[src/inc/mrd_pkg.sv]
// Constants and types for the motor run-control and fault register bank
`default_nettype none
package mrd_pkg;
  // Serial word layout: address, write flag
  localparam int unsigned ADDR_HI = 15;
  localparam int unsigned ADDR_LO = 13;
  localparam int unsigned WR_BIT = 12;
  localparam logic [2:0] ADDR_RUN = 3'h7;
  localparam logic [2:0] ADDR_MASK = 3'h6;
  localparam int unsigned FLD_W = 12;

  // Run-control word fields and power-on values of the run-control and mask words
  localparam int unsigned RUN_BIT = 0;
  localparam int unsigned DIR_BIT = 1;
  localparam int unsigned BRK_BIT = 2;
  localparam int unsigned RSC_BIT = 3;
  localparam int unsigned DG_LO = 4;
  localparam int unsigned DG_HI = 5;
  localparam logic [11:0] RUN_RESET = 12'h200;
  localparam logic [11:0] MASK_RESET = 12'h000;

  // Fault status word positions and power-on value
  localparam int unsigned ST_GEN = 15;
  localparam int unsigned ST_POR = 14;
  localparam int unsigned ST_UV = 13;
  localparam int unsigned ST_SPARE = 12;
  localparam int unsigned ST_TW = 11;
  localparam int unsigned ST_TS = 10;
  localparam int unsigned ST_LOS = 9;
  localparam logic [15:0] STATUS_RESET = 16'hc000;

  // Diagnostic pin selections
  localparam logic [1:0] DG_FAULT = 2'h0;
  localparam logic [1:0] DG_LOS = 2'h1;
  localparam logic [1:0] DG_VDS = 2'h2;
  localparam logic [1:0] DG_CLK = 2'h3;

  // Commutation states, one-hot
  typedef enum logic [5:0] {
    MRD_S1 = 6'h01,
    MRD_S2 = 6'h02,
    MRD_S3 = 6'h04,
    MRD_S4 = 6'h08,
    MRD_S5 = 6'h10,
    MRD_S6 = 6'h20
  } mrd_comm_t;

  // Gate patterns, bit order {ah, al, bh, bl, ch, cl}
  localparam logic [5:0] GATE_S1 = 6'h24;
  localparam logic [5:0] GATE_S2 = 6'h21;
  localparam logic [5:0] GATE_S3 = 6'h09;
  localparam logic [5:0] GATE_S4 = 6'h18;
  localparam logic [5:0] GATE_S5 = 6'h12;
  localparam logic [5:0] GATE_S6 = 6'h06;
  localparam logic [5:0] GATE_BRAKE = 6'h15;
  localparam logic [5:0] GATE_OFF = 6'h00;
endpackage : mrd_pkg
`default_nettype wire

[src/inc/mrd_fault_if.sv]
// Carrier between run-control logic and the fault latch
`default_nettype none
interface mrd_fault_if;
  logic ce;
  logic clr;
  logic uv_raw;
  logic [11:0] raw;
  logic [11:0] mask;
  logic [15:0] status;
  modport latch (input ce, clr, uv_raw, raw, mask, output status);
  modport ctrl (output ce, clr, uv_raw, raw, mask, input status);
endinterface : mrd_fault_if
`default_nettype wire

[src/logic/mrd_run_ctrl.sv]
// Run-control and fault register bank of a sensorless motor controller
`default_nettype none
// Function
// - The diagnostic pin shows the inverted general fault, the inverted sync-lost flag, the drain-source compare or a half-rate clock per the 2-bit select.
// - With restart enabled a loss of sync restarts the start-up sequence, otherwise the motor stays stopped.
// - With run and brake set the bridge brakes by turning on all low sides.
// - Rotation sense 0 steps commutation states 1 to 6, sense 1 steps 6 to 1.
// - With run clear all bridge outputs are off, with run set the motor runs.
// - Mask bits 11 to 0 are overheat, shutdown, sync loss, bootcaps A-C and the six drain-source faults.
// - A mask bit of 0 permits detection of its fault and 1 disables it.
// - Status bit 15 is general fault, 14 power-up, 13 undervoltage, 11 to 0 as the mask.
// - A fault flag reads 1 once its fault is detected and 0 otherwise.
// - Overheat warning and thermal shutdown are separate flags in bits 11 and 10.
// - After reset general and power-up flags read 1, other status bits 0, mask bits 0.
// - The run-control word is addressed by bits 15 to 13 equal 111 with the write flag in bit 12.
module mrd_run_ctrl (
  // Clock, reset, enable
  input wire logic sys_clk_i,
  input wire logic nrst_i,
  input wire logic ce_i,
  // Host word port
  input wire logic word_valid_i,
  input wire logic [15:0] word_i,
  output logic [15:0] status_o,
  // Fault detector pins
  input wire logic [11:0] fault_raw_i,
  input wire logic undervoltage_i,
  input wire logic drain_source_compare_i,
  // Back-EMF commutation strobe
  input wire logic commutate_i,
  // Bridge and diagnostic outputs
  output logic [5:0] gate_o,
  output logic restart_o,
  output logic fault_indicator_pin_o
);
  ////////////////////////////////////////////////////////////////////////////
  logic [11:0] run_word;
  logic [11:0] fault_mask_word;
  logic [11:0] flt_s1;
  logic [11:0] flt_s2;
  logic [1:0] uv_sync;
  logic [1:0] vds_sync;
  logic los_prev;
  logic los_evt;
  logic stalled;
  logic clk_div;
  logic word_wr;
  logic [2:0] word_addr;
  logic run_en;
  logic [1:0] fault_indicator_pin_output_select;
  logic rev;
  mrd_pkg::mrd_comm_t comm_state;
  mrd_pkg::mrd_comm_t next_comm;
  mrd_fault_if flt ();

  mrd_fault_latch u_latch (
    .sys_clk_i(sys_clk_i),
    .nrst_i(nrst_i),
    .flt(flt.latch)
  );

  ////////////////////////////////////////////////////////////////////////////
  // Word decode
  assign word_addr = word_i[mrd_pkg::ADDR_HI:mrd_pkg::ADDR_LO];
  assign word_wr = word_valid_i && word_i[mrd_pkg::WR_BIT];
  assign run_en = run_word[mrd_pkg::RUN_BIT];
  assign fault_indicator_pin_output_select = run_word[mrd_pkg::DG_HI:mrd_pkg::DG_LO];
  assign rev = run_word[mrd_pkg::DIR_BIT];

  // Run-control word
  always_ff @(posedge sys_clk_i or negedge nrst_i) begin
    if (!nrst_i) begin
      run_word <= mrd_pkg::RUN_RESET;
    end else if (ce_i && word_wr && word_addr == mrd_pkg::ADDR_RUN) begin
      run_word <= word_i[mrd_pkg::FLD_W-1:0];
    end
  end

  // Fault mask word
  always_ff @(posedge sys_clk_i or negedge nrst_i) begin
    if (!nrst_i) begin
      fault_mask_word <= mrd_pkg::MASK_RESET;
    end else if (ce_i && word_wr && word_addr == mrd_pkg::ADDR_MASK) begin
      fault_mask_word <= word_i[mrd_pkg::FLD_W-1:0];
    end
  end

  // Every word returns the status word and clears read flags
  always_ff @(posedge sys_clk_i or negedge nrst_i) begin
    if (!nrst_i) begin
      status_o <= mrd_pkg::STATUS_RESET;
    end else if (ce_i && word_valid_i) begin
      status_o <= flt.status;
    end
  end

  ////////////////////////////////////////////////////////////////////////////
  // Pin synchronisers, two flops each
  always_ff @(posedge sys_clk_i or negedge nrst_i) begin
    if (!nrst_i) begin
      flt_s1 <= 12'h000;
      flt_s2 <= 12'h000;
      uv_sync <= 2'h0;
      vds_sync <= 2'h0;
    end else if (ce_i) begin
      flt_s1 <= fault_raw_i;
      flt_s2 <= flt_s1;
      uv_sync <= {uv_sync[0], undervoltage_i};
      vds_sync <= {vds_sync[0], drain_source_compare_i};
    end
  end

  // Fault latch hookup
  assign flt.ce = ce_i;
  assign flt.clr = word_valid_i;
  assign flt.uv_raw = uv_sync[1];
  assign flt.raw = flt_s2;
  assign flt.mask = fault_mask_word;

  ////////////////////////////////////////////////////////////////////////////
  // Unmasked loss-of-sync edge
  always_ff @(posedge sys_clk_i or negedge nrst_i) begin
    if (!nrst_i) begin
      los_prev <= 1'b0;
    end else if (ce_i) begin
      los_prev <= flt_s2[mrd_pkg::ST_LOS];
    end
  end
  assign los_evt = flt_s2[mrd_pkg::ST_LOS] && !los_prev &&
                   !fault_mask_word[mrd_pkg::ST_LOS];

  // Without restart a sync loss stops the motor until run is cleared
  always_ff @(posedge sys_clk_i or negedge nrst_i) begin
    if (!nrst_i) begin
      stalled <= 1'b0;
    end else if (ce_i) begin
      if (!run_en) begin
        stalled <= 1'b0;
      end else if (los_evt && !run_word[mrd_pkg::RSC_BIT]) begin
        stalled <= 1'b1;
      end
    end
  end

  // Restart pulse
  always_ff @(posedge sys_clk_i or negedge nrst_i) begin
    if (!nrst_i) begin
      restart_o <= 1'b0;
    end else if (ce_i) begin
      restart_o <= los_evt && run_en && !stalled &&
                   run_word[mrd_pkg::RSC_BIT];
    end
  end

  ////////////////////////////////////////////////////////////////////////////
  // Commutation step in either direction
  always_comb begin
    next_comm = comm_state;
    if (commutate_i) begin
      case (comm_state)
        mrd_pkg::MRD_S1: next_comm = rev ? mrd_pkg::MRD_S6 : mrd_pkg::MRD_S2;
        mrd_pkg::MRD_S2: next_comm = rev ? mrd_pkg::MRD_S1 : mrd_pkg::MRD_S3;
        mrd_pkg::MRD_S3: next_comm = rev ? mrd_pkg::MRD_S2 : mrd_pkg::MRD_S4;
        mrd_pkg::MRD_S4: next_comm = rev ? mrd_pkg::MRD_S3 : mrd_pkg::MRD_S5;
        mrd_pkg::MRD_S5: next_comm = rev ? mrd_pkg::MRD_S4 : mrd_pkg::MRD_S6;
        mrd_pkg::MRD_S6: next_comm = rev ? mrd_pkg::MRD_S5 : mrd_pkg::MRD_S1;
        default: next_comm = mrd_pkg::MRD_S1;
      endcase
    end
  end

  // Commutation state; idle, stall and restart return to state 1
  always_ff @(posedge sys_clk_i or negedge nrst_i) begin
    if (!nrst_i) begin
      comm_state <= mrd_pkg::MRD_S1;
    end else if (ce_i) begin
      if (!run_en || stalled || los_evt) begin
        comm_state <= mrd_pkg::MRD_S1;
      end else begin
        comm_state <= next_comm;
      end
    end
  end

  // Bridge drive: off, brake, stalled, or commutation pattern
  always_ff @(posedge sys_clk_i or negedge nrst_i) begin
    if (!nrst_i) begin
      gate_o <= mrd_pkg::GATE_OFF;
    end else if (ce_i) begin
      if (!run_en) begin
        gate_o <= mrd_pkg::GATE_OFF;
      end else if (run_word[mrd_pkg::BRK_BIT]) begin
        gate_o <= mrd_pkg::GATE_BRAKE;
      end else if (stalled) begin
        gate_o <= mrd_pkg::GATE_OFF;
      end else begin
        case (comm_state)
          mrd_pkg::MRD_S1: gate_o <= mrd_pkg::GATE_S1;
          mrd_pkg::MRD_S2: gate_o <= mrd_pkg::GATE_S2;
          mrd_pkg::MRD_S3: gate_o <= mrd_pkg::GATE_S3;
          mrd_pkg::MRD_S4: gate_o <= mrd_pkg::GATE_S4;
          mrd_pkg::MRD_S5: gate_o <= mrd_pkg::GATE_S5;
          mrd_pkg::MRD_S6: gate_o <= mrd_pkg::GATE_S6;
          default: gate_o <= mrd_pkg::GATE_OFF;
        endcase
      end
    end
  end

  ////////////////////////////////////////////////////////////////////////////
  // Half-rate clock for the diagnostic pin
  always_ff @(posedge sys_clk_i or negedge nrst_i) begin
    if (!nrst_i) begin
      clk_div <= 1'b0;
    end else if (ce_i) begin
      clk_div <= !clk_div;
    end
  end

  // Diagnostic pin select
  always_ff @(posedge sys_clk_i or negedge nrst_i) begin
    if (!nrst_i) begin
      fault_indicator_pin_o <= 1'b0;
    end else if (ce_i) begin
      case (fault_indicator_pin_output_select)
        mrd_pkg::DG_FAULT:
          fault_indicator_pin_o <= !flt.status[mrd_pkg::ST_GEN];
        mrd_pkg::DG_LOS:
          fault_indicator_pin_o <= !flt.status[mrd_pkg::ST_LOS];
        mrd_pkg::DG_VDS: fault_indicator_pin_o <= vds_sync[1];
        mrd_pkg::DG_CLK: fault_indicator_pin_o <= clk_div;
        default: fault_indicator_pin_o <= 1'b0;
      endcase
    end
  end

  ////////////////////////////////////////////////////////////////////////////
  a_fault_indicator_pin_fault_sel: assert property (
    @(posedge sys_clk_i) disable iff (!nrst_i)
    (ce_i && fault_indicator_pin_output_select == mrd_pkg::DG_FAULT) |=>
    (fault_indicator_pin_o == !$past(flt.status[mrd_pkg::ST_GEN])))
    else $error("Diagnostic pin not showing fault");

  a_fault_indicator_pin_los_sel: assert property (
    @(posedge sys_clk_i) disable iff (!nrst_i)
    (ce_i && fault_indicator_pin_output_select == mrd_pkg::DG_LOS) |=>
    (fault_indicator_pin_o == !$past(flt.status[mrd_pkg::ST_LOS])))
    else $error("Diagnostic pin not showing sync loss");

  a_run_off_coast: assert property (
    @(posedge sys_clk_i) disable iff (!nrst_i)
    (ce_i && !run_en) |=> (gate_o == mrd_pkg::GATE_OFF))
    else $error("Bridge driven while run clear");

  a_brake_low_sides: assert property (
    @(posedge sys_clk_i) disable iff (!nrst_i)
    (ce_i && run_en && run_word[mrd_pkg::BRK_BIT]) |=>
    (gate_o == mrd_pkg::GATE_BRAKE))
    else $error("Brake pattern missing");

  a_dir_forward: assert property (
    @(posedge sys_clk_i) disable iff (!nrst_i)
    (ce_i && run_en && !stalled && !los_evt && commutate_i &&
     !run_word[mrd_pkg::DIR_BIT] && comm_state == mrd_pkg::MRD_S6) |=>
    (comm_state == mrd_pkg::MRD_S1))
    else $error("Forward step wrong");

  a_dir_reverse: assert property (
    @(posedge sys_clk_i) disable iff (!nrst_i)
    (ce_i && run_en && !stalled && !los_evt && commutate_i &&
     run_word[mrd_pkg::DIR_BIT] && comm_state == mrd_pkg::MRD_S1) |=>
    (comm_state == mrd_pkg::MRD_S6))
    else $error("Reverse step wrong");

  a_restart_pulse: assert property (
    @(posedge sys_clk_i) disable iff (!nrst_i)
    (ce_i && los_evt && run_en && !stalled && run_word[mrd_pkg::RSC_BIT])
    |=> (restart_o && comm_state == mrd_pkg::MRD_S1))
    else $error("Restart after sync loss missing");

  a_no_restart_stop: assert property (
    @(posedge sys_clk_i) disable iff (!nrst_i)
    (ce_i && los_evt && run_en && !run_word[mrd_pkg::RSC_BIT] &&
     !run_word[mrd_pkg::BRK_BIT]) |=> (!restart_o && stalled) ##1
    (gate_o == mrd_pkg::GATE_OFF || !ce_i))
    else $error("Motor not stopped on sync loss");
endmodule : mrd_run_ctrl
`default_nettype wire

[src/logic/mrd_fault_latch.sv]
// Sticky fault status word with per-fault masking
`default_nettype none
module mrd_fault_latch (
  // Clock and reset
  input wire logic sys_clk_i,
  input wire logic nrst_i,
  // Fault carrier
  mrd_fault_if.latch flt
);
  logic [11:0] set_vec;
  logic [15:0] next_status;

  // Masked faults never reach a flag; set wins over read clear
  always_comb begin
    set_vec = flt.raw & ~flt.mask;
    next_status = flt.status & ~{16{flt.clr}};
    next_status[11:0] = next_status[11:0] | set_vec;
    next_status[mrd_pkg::ST_UV] = next_status[mrd_pkg::ST_UV] | flt.uv_raw;
    next_status[mrd_pkg::ST_GEN] = next_status[mrd_pkg::ST_GEN] |
                                   (|set_vec) | flt.uv_raw;
    next_status[mrd_pkg::ST_SPARE] = 1'b0;
  end

  // Status register, power-on value has general and power-up set
  always_ff @(posedge sys_clk_i or negedge nrst_i) begin
    if (!nrst_i) begin
      flt.status <= mrd_pkg::STATUS_RESET;
    end else if (flt.ce) begin
      flt.status <= next_status;
    end
  end

  a_mask_blocks: assert property (
    @(posedge sys_clk_i) disable iff (!nrst_i)
    (flt.ce && flt.clr) |=> ((flt.status[11:0] & $past(flt.mask)) == 12'h000))
    else $error("Masked fault reached status");

  a_fault_sets: assert property (
    @(posedge sys_clk_i) disable iff (!nrst_i)
    (flt.ce && (set_vec != 12'h000)) |=>
    ((flt.status[11:0] & $past(set_vec)) == $past(set_vec)))
    else $error("Detected fault not flagged");

  a_general_follows: assert property (
    @(posedge sys_clk_i) disable iff (!nrst_i)
    (flt.ce && (set_vec != 12'h000)) |=> flt.status[mrd_pkg::ST_GEN])
    else $error("General fault flag missed");
endmodule : mrd_fault_latch
`default_nettype wire

[config.mk]
export PLATFORM = sky130hd
export DESIGN_NAME = mrd_run_ctrl
export DESIGN_NICKNAME = d
export VERILOG_FILES = /design/src/inc/mrd_pkg.sv /design/src/inc/mrd_fault_if.sv /design/src/logic/mrd_run_ctrl.sv /design/src/logic/mrd_fault_latch.sv
export SDC_FILE = /design/constraint.sdc
export NUM_CORES = 1
export LEC_CHECK = 0
export BUFFER_PORTS_ARGS = -buffer_cell sky130_fd_sc_hd__buf_2
export CAP_MARGIN = 10
export CORE_MARGIN = 2
export CORE_UTILIZATION = 43
export CTS_CLUSTER_SIZE = 24
export DETAILED_ROUTE_END_ITERATION = 16
export GPL_ROUTABILITY_DRIVEN = 0
export PLACE_DENSITY = 0.66
export SETUP_SLACK_MARGIN = 0.05
export SYNTH_ARGS = -nofsm -noshare
export SYNTH_HDL_FRONTEND = slang
export SYNTH_SLANG_ARGS = --single-unit
[constraint.sdc]
create_clock -name sys_clk_i -period 3.3 [get_ports sys_clk_i]
set_input_delay 0 -clock sys_clk_i [delete_from_list [all_inputs] [get_ports sys_clk_i]]
set_output_delay 0 -clock sys_clk_i [all_outputs]
set_load 0.02 [all_outputs]
After elaboration in Yosys (flattened, before gate mapping):

Index checks and enable logic that the tools add are counted.

* register bits after elaboration: 93
* output and inout bits: 24

* equal/unequal tests: 12
* mux-type cells: 16
* bitwise logic cells: 8
* reductions and logical operators: 26

Operator list (count)
* 6-bit case mux with 6 select lines: 2
* 6-bit 2-to-1 mux: 7
* 16-bit bitwise AND: 1
* 16-bit NOT: 1
* 12-bit bitwise AND: 1
* 12-bit NOT: 1
* 12-bit OR: 1
* 12-bit OR reduction: 1
* 1-bit logical AND: 11
* 5-bit 2-to-1 mux: 2
* 1-bit zero test: 8
* 3-bit equality test, second input constant: 2
* 6-bit by 1-bit equality test with 1-bit output, second input constant: 1
* 6-bit by 2-bit equality test with 1-bit output, second input constant: 1
* 6-bit by 3-bit equality test with 1-bit output, second input constant: 1
* 6-bit by 4-bit equality test with 1-bit output, second input constant: 1
* 6-bit by 5-bit equality test with 1-bit output, second input constant: 1
* 6-bit equality test, second input constant: 1
* 2-bit equality test, second input constant: 2
* 4-bit 2-to-1 mux: 1
* 1-bit case mux with 4 select lines: 1
* 2-bit AND reduction: 2
* 3-bit 2-to-1 mux: 1
* 1-bit OR: 3
* other kinds (6): 8

Depth between registers and ports, before layout:

* word-level depth: 6
* mapped depth: 6
* mapped depth without buffers: 5

By module:

A second synthesis with hierarchy kept.

* cells, all modules: 312
* area, all modules: 4018.9 µm²

Modules (own cells, without submodules)
* mrd_run_ctrl: instances 1, cells an instance 260, area an instance 3374.5 µm², seq. area each 1980.6 µm²
* mrd_fault_latch: instances 1, cells an instance 52, area an instance 644.4 µm², seq. area each 377.9 µm²

Worst setup path before layout:

No wires, ideal clock.

* path kind: register to register
* from: register flt_s2[2] (netlist: flt.raw[2])
* to: register u_latch.flt.status[15]
* data arrival time: 1335 ps
* setup slack: 1885 ps
* stages on the path, launching flop included: 6
* period minus slack after synthesis: 1415 ps
* cell sequence: dfrtp_1 -> nor2b_4 -> or4_4 -> nor3_2 -> nand3_1 -> a22o_1

* longest elaborated chain between the ends: 4

Ends and longest elaborated chain
* from (decl): RTL line mrd_run_ctrl.sv:40 `logic [11:0] flt_s2;`
* from (signal assigned): RTL line mrd_run_ctrl.sv:107 `flt_s2 <= flt_s1;`
* 12-bit bitwise AND: RTL line mrd_fault_latch.sv:15 `set_vec = flt.raw & ~flt.mask;`
* 12-bit OR reduction: RTL line mrd_fault_latch.sv:20 `(|set_vec) | flt.uv_raw;`
* 1-bit OR: RTL line mrd_fault_latch.sv:19 `next_status[mrd_pkg::ST_GEN] = next_status[mrd_pkg::ST_GEN] |`
* 1-bit OR: RTL line mrd_fault_latch.sv:20
* to (signal assigned): RTL line mrd_fault_latch.sv:27 `flt.status <= mrd_pkg::STATUS_RESET;`
* to (signal assigned): RTL line mrd_fault_latch.sv:29 `flt.status <= next_status;`
* to (decl): RTL line mrd_fault_if.sv:10 `modport latch (input ce, clr, uv_raw, raw, mask, output status);`

No other way between the ends.
A chain may end at the register's enable or synchronous reset.

Worst setup path after layout:

* from: register stalled
* to: register comm_state[0]

* longest elaborated chain between the ends: 4
* elaborated cells between the ends (all ways): 5

Ends and longest elaborated chain
* from (decl): RTL line mrd_run_ctrl.sv:45 `logic stalled;`
* from (signal assigned): RTL line mrd_run_ctrl.sv:135 `stalled <= 1'b0;`
* from (signal assigned): RTL line mrd_run_ctrl.sv:138 `stalled <= 1'b0;`
* from (signal assigned): RTL line mrd_run_ctrl.sv:140 `stalled <= 1'b1;`
* 1-bit logical OR (*) (2 in a row): RTL line mrd_run_ctrl.sv:177 `if (!run_en || stalled || los_evt) begin`
* 2-bit nonzero test (no source line)
* 2-bit AND reduction (no source line)
* to (signal assigned): RTL line mrd_run_ctrl.sv:175 `comm_state <= mrd_pkg::MRD_S1;`
* to (signal assigned): RTL line mrd_run_ctrl.sv:178 `comm_state <= mrd_pkg::MRD_S1;`
* to (signal assigned): RTL line mrd_run_ctrl.sv:180 `comm_state <= next_comm;`
* to (decl): RTL line mrd_run_ctrl.sv:52 `mrd_pkg::mrd_comm_t comm_state;`

Every way passes the cells marked *; elsewhere a longest branch is shown, timed or not.

==> results.ini <==
[sta]
rsz0062_at_grt = false
skew_ns = 0.0196
fmax_ghz = 0.601
tns_ns = 0
slew_viol_final = 0
post-route-period-util = 0.504
hold_viol = 0
finalSetupViolCount = 0
period_minus_slack_ns = 1.66
max_slew.worst_pin.slew_ns = 0.996
max_slew_margin = 0.336

[final_layout]
area_growth_pct = 19.5
finalNonFillerCells = 508
final_cell_area_um2 = 4780
diodes = 0
layout-drive-gt1-share = 0.395
fill_cells = 824
nets = 427

[power]
comb_power_share = 0.205
leakage_nw = 2.13
swShare = 0.299
internal_power_w = 0.00190
net-switching-power_w = 0.000810
peakVddDrop_mv = 0.247
seqPwrFrac = 0.543
clockPowerShare = 0.253
powerDensity_nw_per_um2 = 567

[critical_path]
start_kind = register
slowest_stage = o31ai_1
cp_num_buf_inv = 0
required_ns = 3.59
critPathKind = reg -> reg
cp.arrival_ns = 1.96
crit_chain = nand2b_1, o31ai_1, nor2b_1, a21oi_1
cpPeakStageDelay_ns = 0.66
critPathMaxFanout = 6
path_delay_family = compound AO/OA/AOI/OAI gates
end_kind = register

[logic_synthesis]
synth_top_area_frac = 0.551
ys_warn_count = 0
synth_area_leader_cell = dfrtp_1
async_flop_share = 1.00
syn_area_per_cell_um2 = 12.7
netlist_instances = 314
ys_seq_area_frac = 0.584
synthesis.nets = 349
synthTopCellsByCount = 88 x dfrtp_1, 62 x mux2_2, 19 x nand2_1, 14 x nor2_1, 13 x a22o_1
yosysMostFrequentCell = dfrtp_1
ys_types = 41
synth_area_leaders = dfrtp_1 55%, mux2_2 17%, dfstp_2 3.3%
ys.flop_type = dfrtp_1
synth-seq-cells = 93
synth.cell_area_um2 = 4000
synth_edf_count = 0

[cts]
htreeDepth = 3
cts_setup_buffers = 0
clk_pin_slew_ns = 0.10
cts_tree = yes
postCtsHoldBufs = 27
clk_latency_ns = 0.36
numCtsBuffers = 9
cts_resized = 0
clock_path_buffers = 2
clockRootBuffer = clkbuf_8
clock_sinks = 93

[global_route]
grt_pass1_wl_um = 12800
track_usage = 0.164
grt_pass1_vias = 2512
antenna_found_initial = 0
grt_max_degree = 83
overflow = 0

[floorplan]
dieHeight_um = 100
die_x_um = 100
die-area_um2 = 10100
rows = 35
core_um2 = 9110
start_util = 0.439
io_pins = 59

[route]
firstDrtPassIters = 4
first_iter_violations = 67
drc = 0
vias = 2623
wire_per_inst_um = 15.2
avgViaCountPerCell = 5.16
routed_wl_um = 7730
postRouteAntennaNets = 0

[run_status]
outcome = finished, final reports clean

[placement]
io_buffers = 57
dp.cells = 465
dp.final_hpwl_um = 5240
place_area_um2 = 4330

[min_path]
hold_path.class = in -> reg

[run]
max-cap-violations = 0

[stage by stage]
| step | hold slack, ns | power (W) | util | worst slack (ns) |
|---|---|---|---|---|
| 2_1_floorplan | -0.296 | 0.00184 | - | 1.89 |
| 3_3_place_gp | 0.230 | 0.00200 | 0.476 | 1.37 |
| 3_5_place_dp | 0.236 | 0.00203 | 0.476 | 1.36 |
| 4_1_cts | 0.117 | 0.00274 | 0.524 | 1.67 |
| 5_1_grt | 0.146 | 0.00287 | 0.524 | 1.47 |
| 6_report | 0.119 | 0.00271 | 0.524 | 1.64 |
[final cells by class]
type / instances / area (µm²) / area share
Clock buffer: 10 / 128 / 0.0267
Clock inverter: 6 / 46.3 / 0.00969
Inverter: 10 / 37.5 / 0.00786
Multi-Input combinational cell: 192 / 1520 / 0.318
Sequential cell: 93 / 2330 / 0.488
Tap cell: 111 / 139 / 0.0291
Timing Repair Buffer: 86 / 573 / 0.120
[state kept, by name, indices dropped and copies added, names as in the netlist]
name / flops
uv_sync: 2
flt_s1: 12
u_latch.flt.status: 15
flt.raw: 12
clk_div: 1
status_o: 15
restart_o: 1
run_word: 6
gate_o: 6
los_prev: 1
fault_mask_word: 12
fault_indicator_pin_o: 1
comm_state: 6
stalled: 1
vds_sync: 2
[worst reg2reg max path: stages, from the launching register on]
cell and delay [ns]:
dfrtp_1 0.45, nand2b_1 0.20, o31ai_1 0.66, nor2b_1 0.23, a21oi_1 0.06
[cells in the final DEF, fill, tap and decap left out, types with 3 or more instances in the layout]
master         count
a21oi_1            6
a22o_1            13
and2b_2            6
buf_2             56
buf_4              3
clkbuf_8           9
dfrtp_1           88
dfstp_2            5
dlygate4sd3_1     27
inv_1             10
mux2_2            62
nand2_1           19
nand3_1            5
nor2_1            14
nor2b_1            4
nor3_1             3
nor4_1             5
o21ai_0           11
o22ai_1            5
or3_1              3
xnor2_1            5
[routing by layer]
metal	track usage	wire [µm]	up-vias
met1	0.243	3830	1294
met2	0.246	3510	61
met5	0	0	-
met4	0.0569	123	0
li1	-	-	1258
met3	0.0272	267	10
[power by group through the flow]
stage	Clock [W]	Combinational, W	Sequential [W]
finish	0.000684	0.000554	0.00147
floorplan	0	0.000319	0.00152
CTS	0.000708	0.000561	0.00147
global route	0.000755	0.000614	0.00150
global placement	0	0.000519	0.00149
detailed placement	0	0.000535	0.00149
[cells by family after synthesis]
logic type / after synthesis / synth area share
AOI/OAI and AO/OA: 44 / 0.0757
muxes: 62 / 0.175
and+or+nand+nor: 78 / 0.114
DFF: 93 / 0.584
other: 1 / 0.000938
xor gates and xnor gates: 7 / 0.0153
buffers and inverters: 29 / 0.0360
[path summary, 6_finish.rpt]
kind | start | cells after the start | to | slack [ns]
hold reg to reg | clk_div | 1 | clk_div | 0.47
setup reg to reg | stalled | 4 | comm_state[0] | 1.64
min in group asynchronous | nrst_i | 2 | status_o[1] | 0.34
hold / removal | commutate_i | 4 | comm_state[2] | 0.12
max in group asynchronous | nrst_i | 3 | status_o[15] | 2.11
setup / recovery | stalled | 4 | comm_state[0] | 1.64
(Power assumes the default switching activity.)
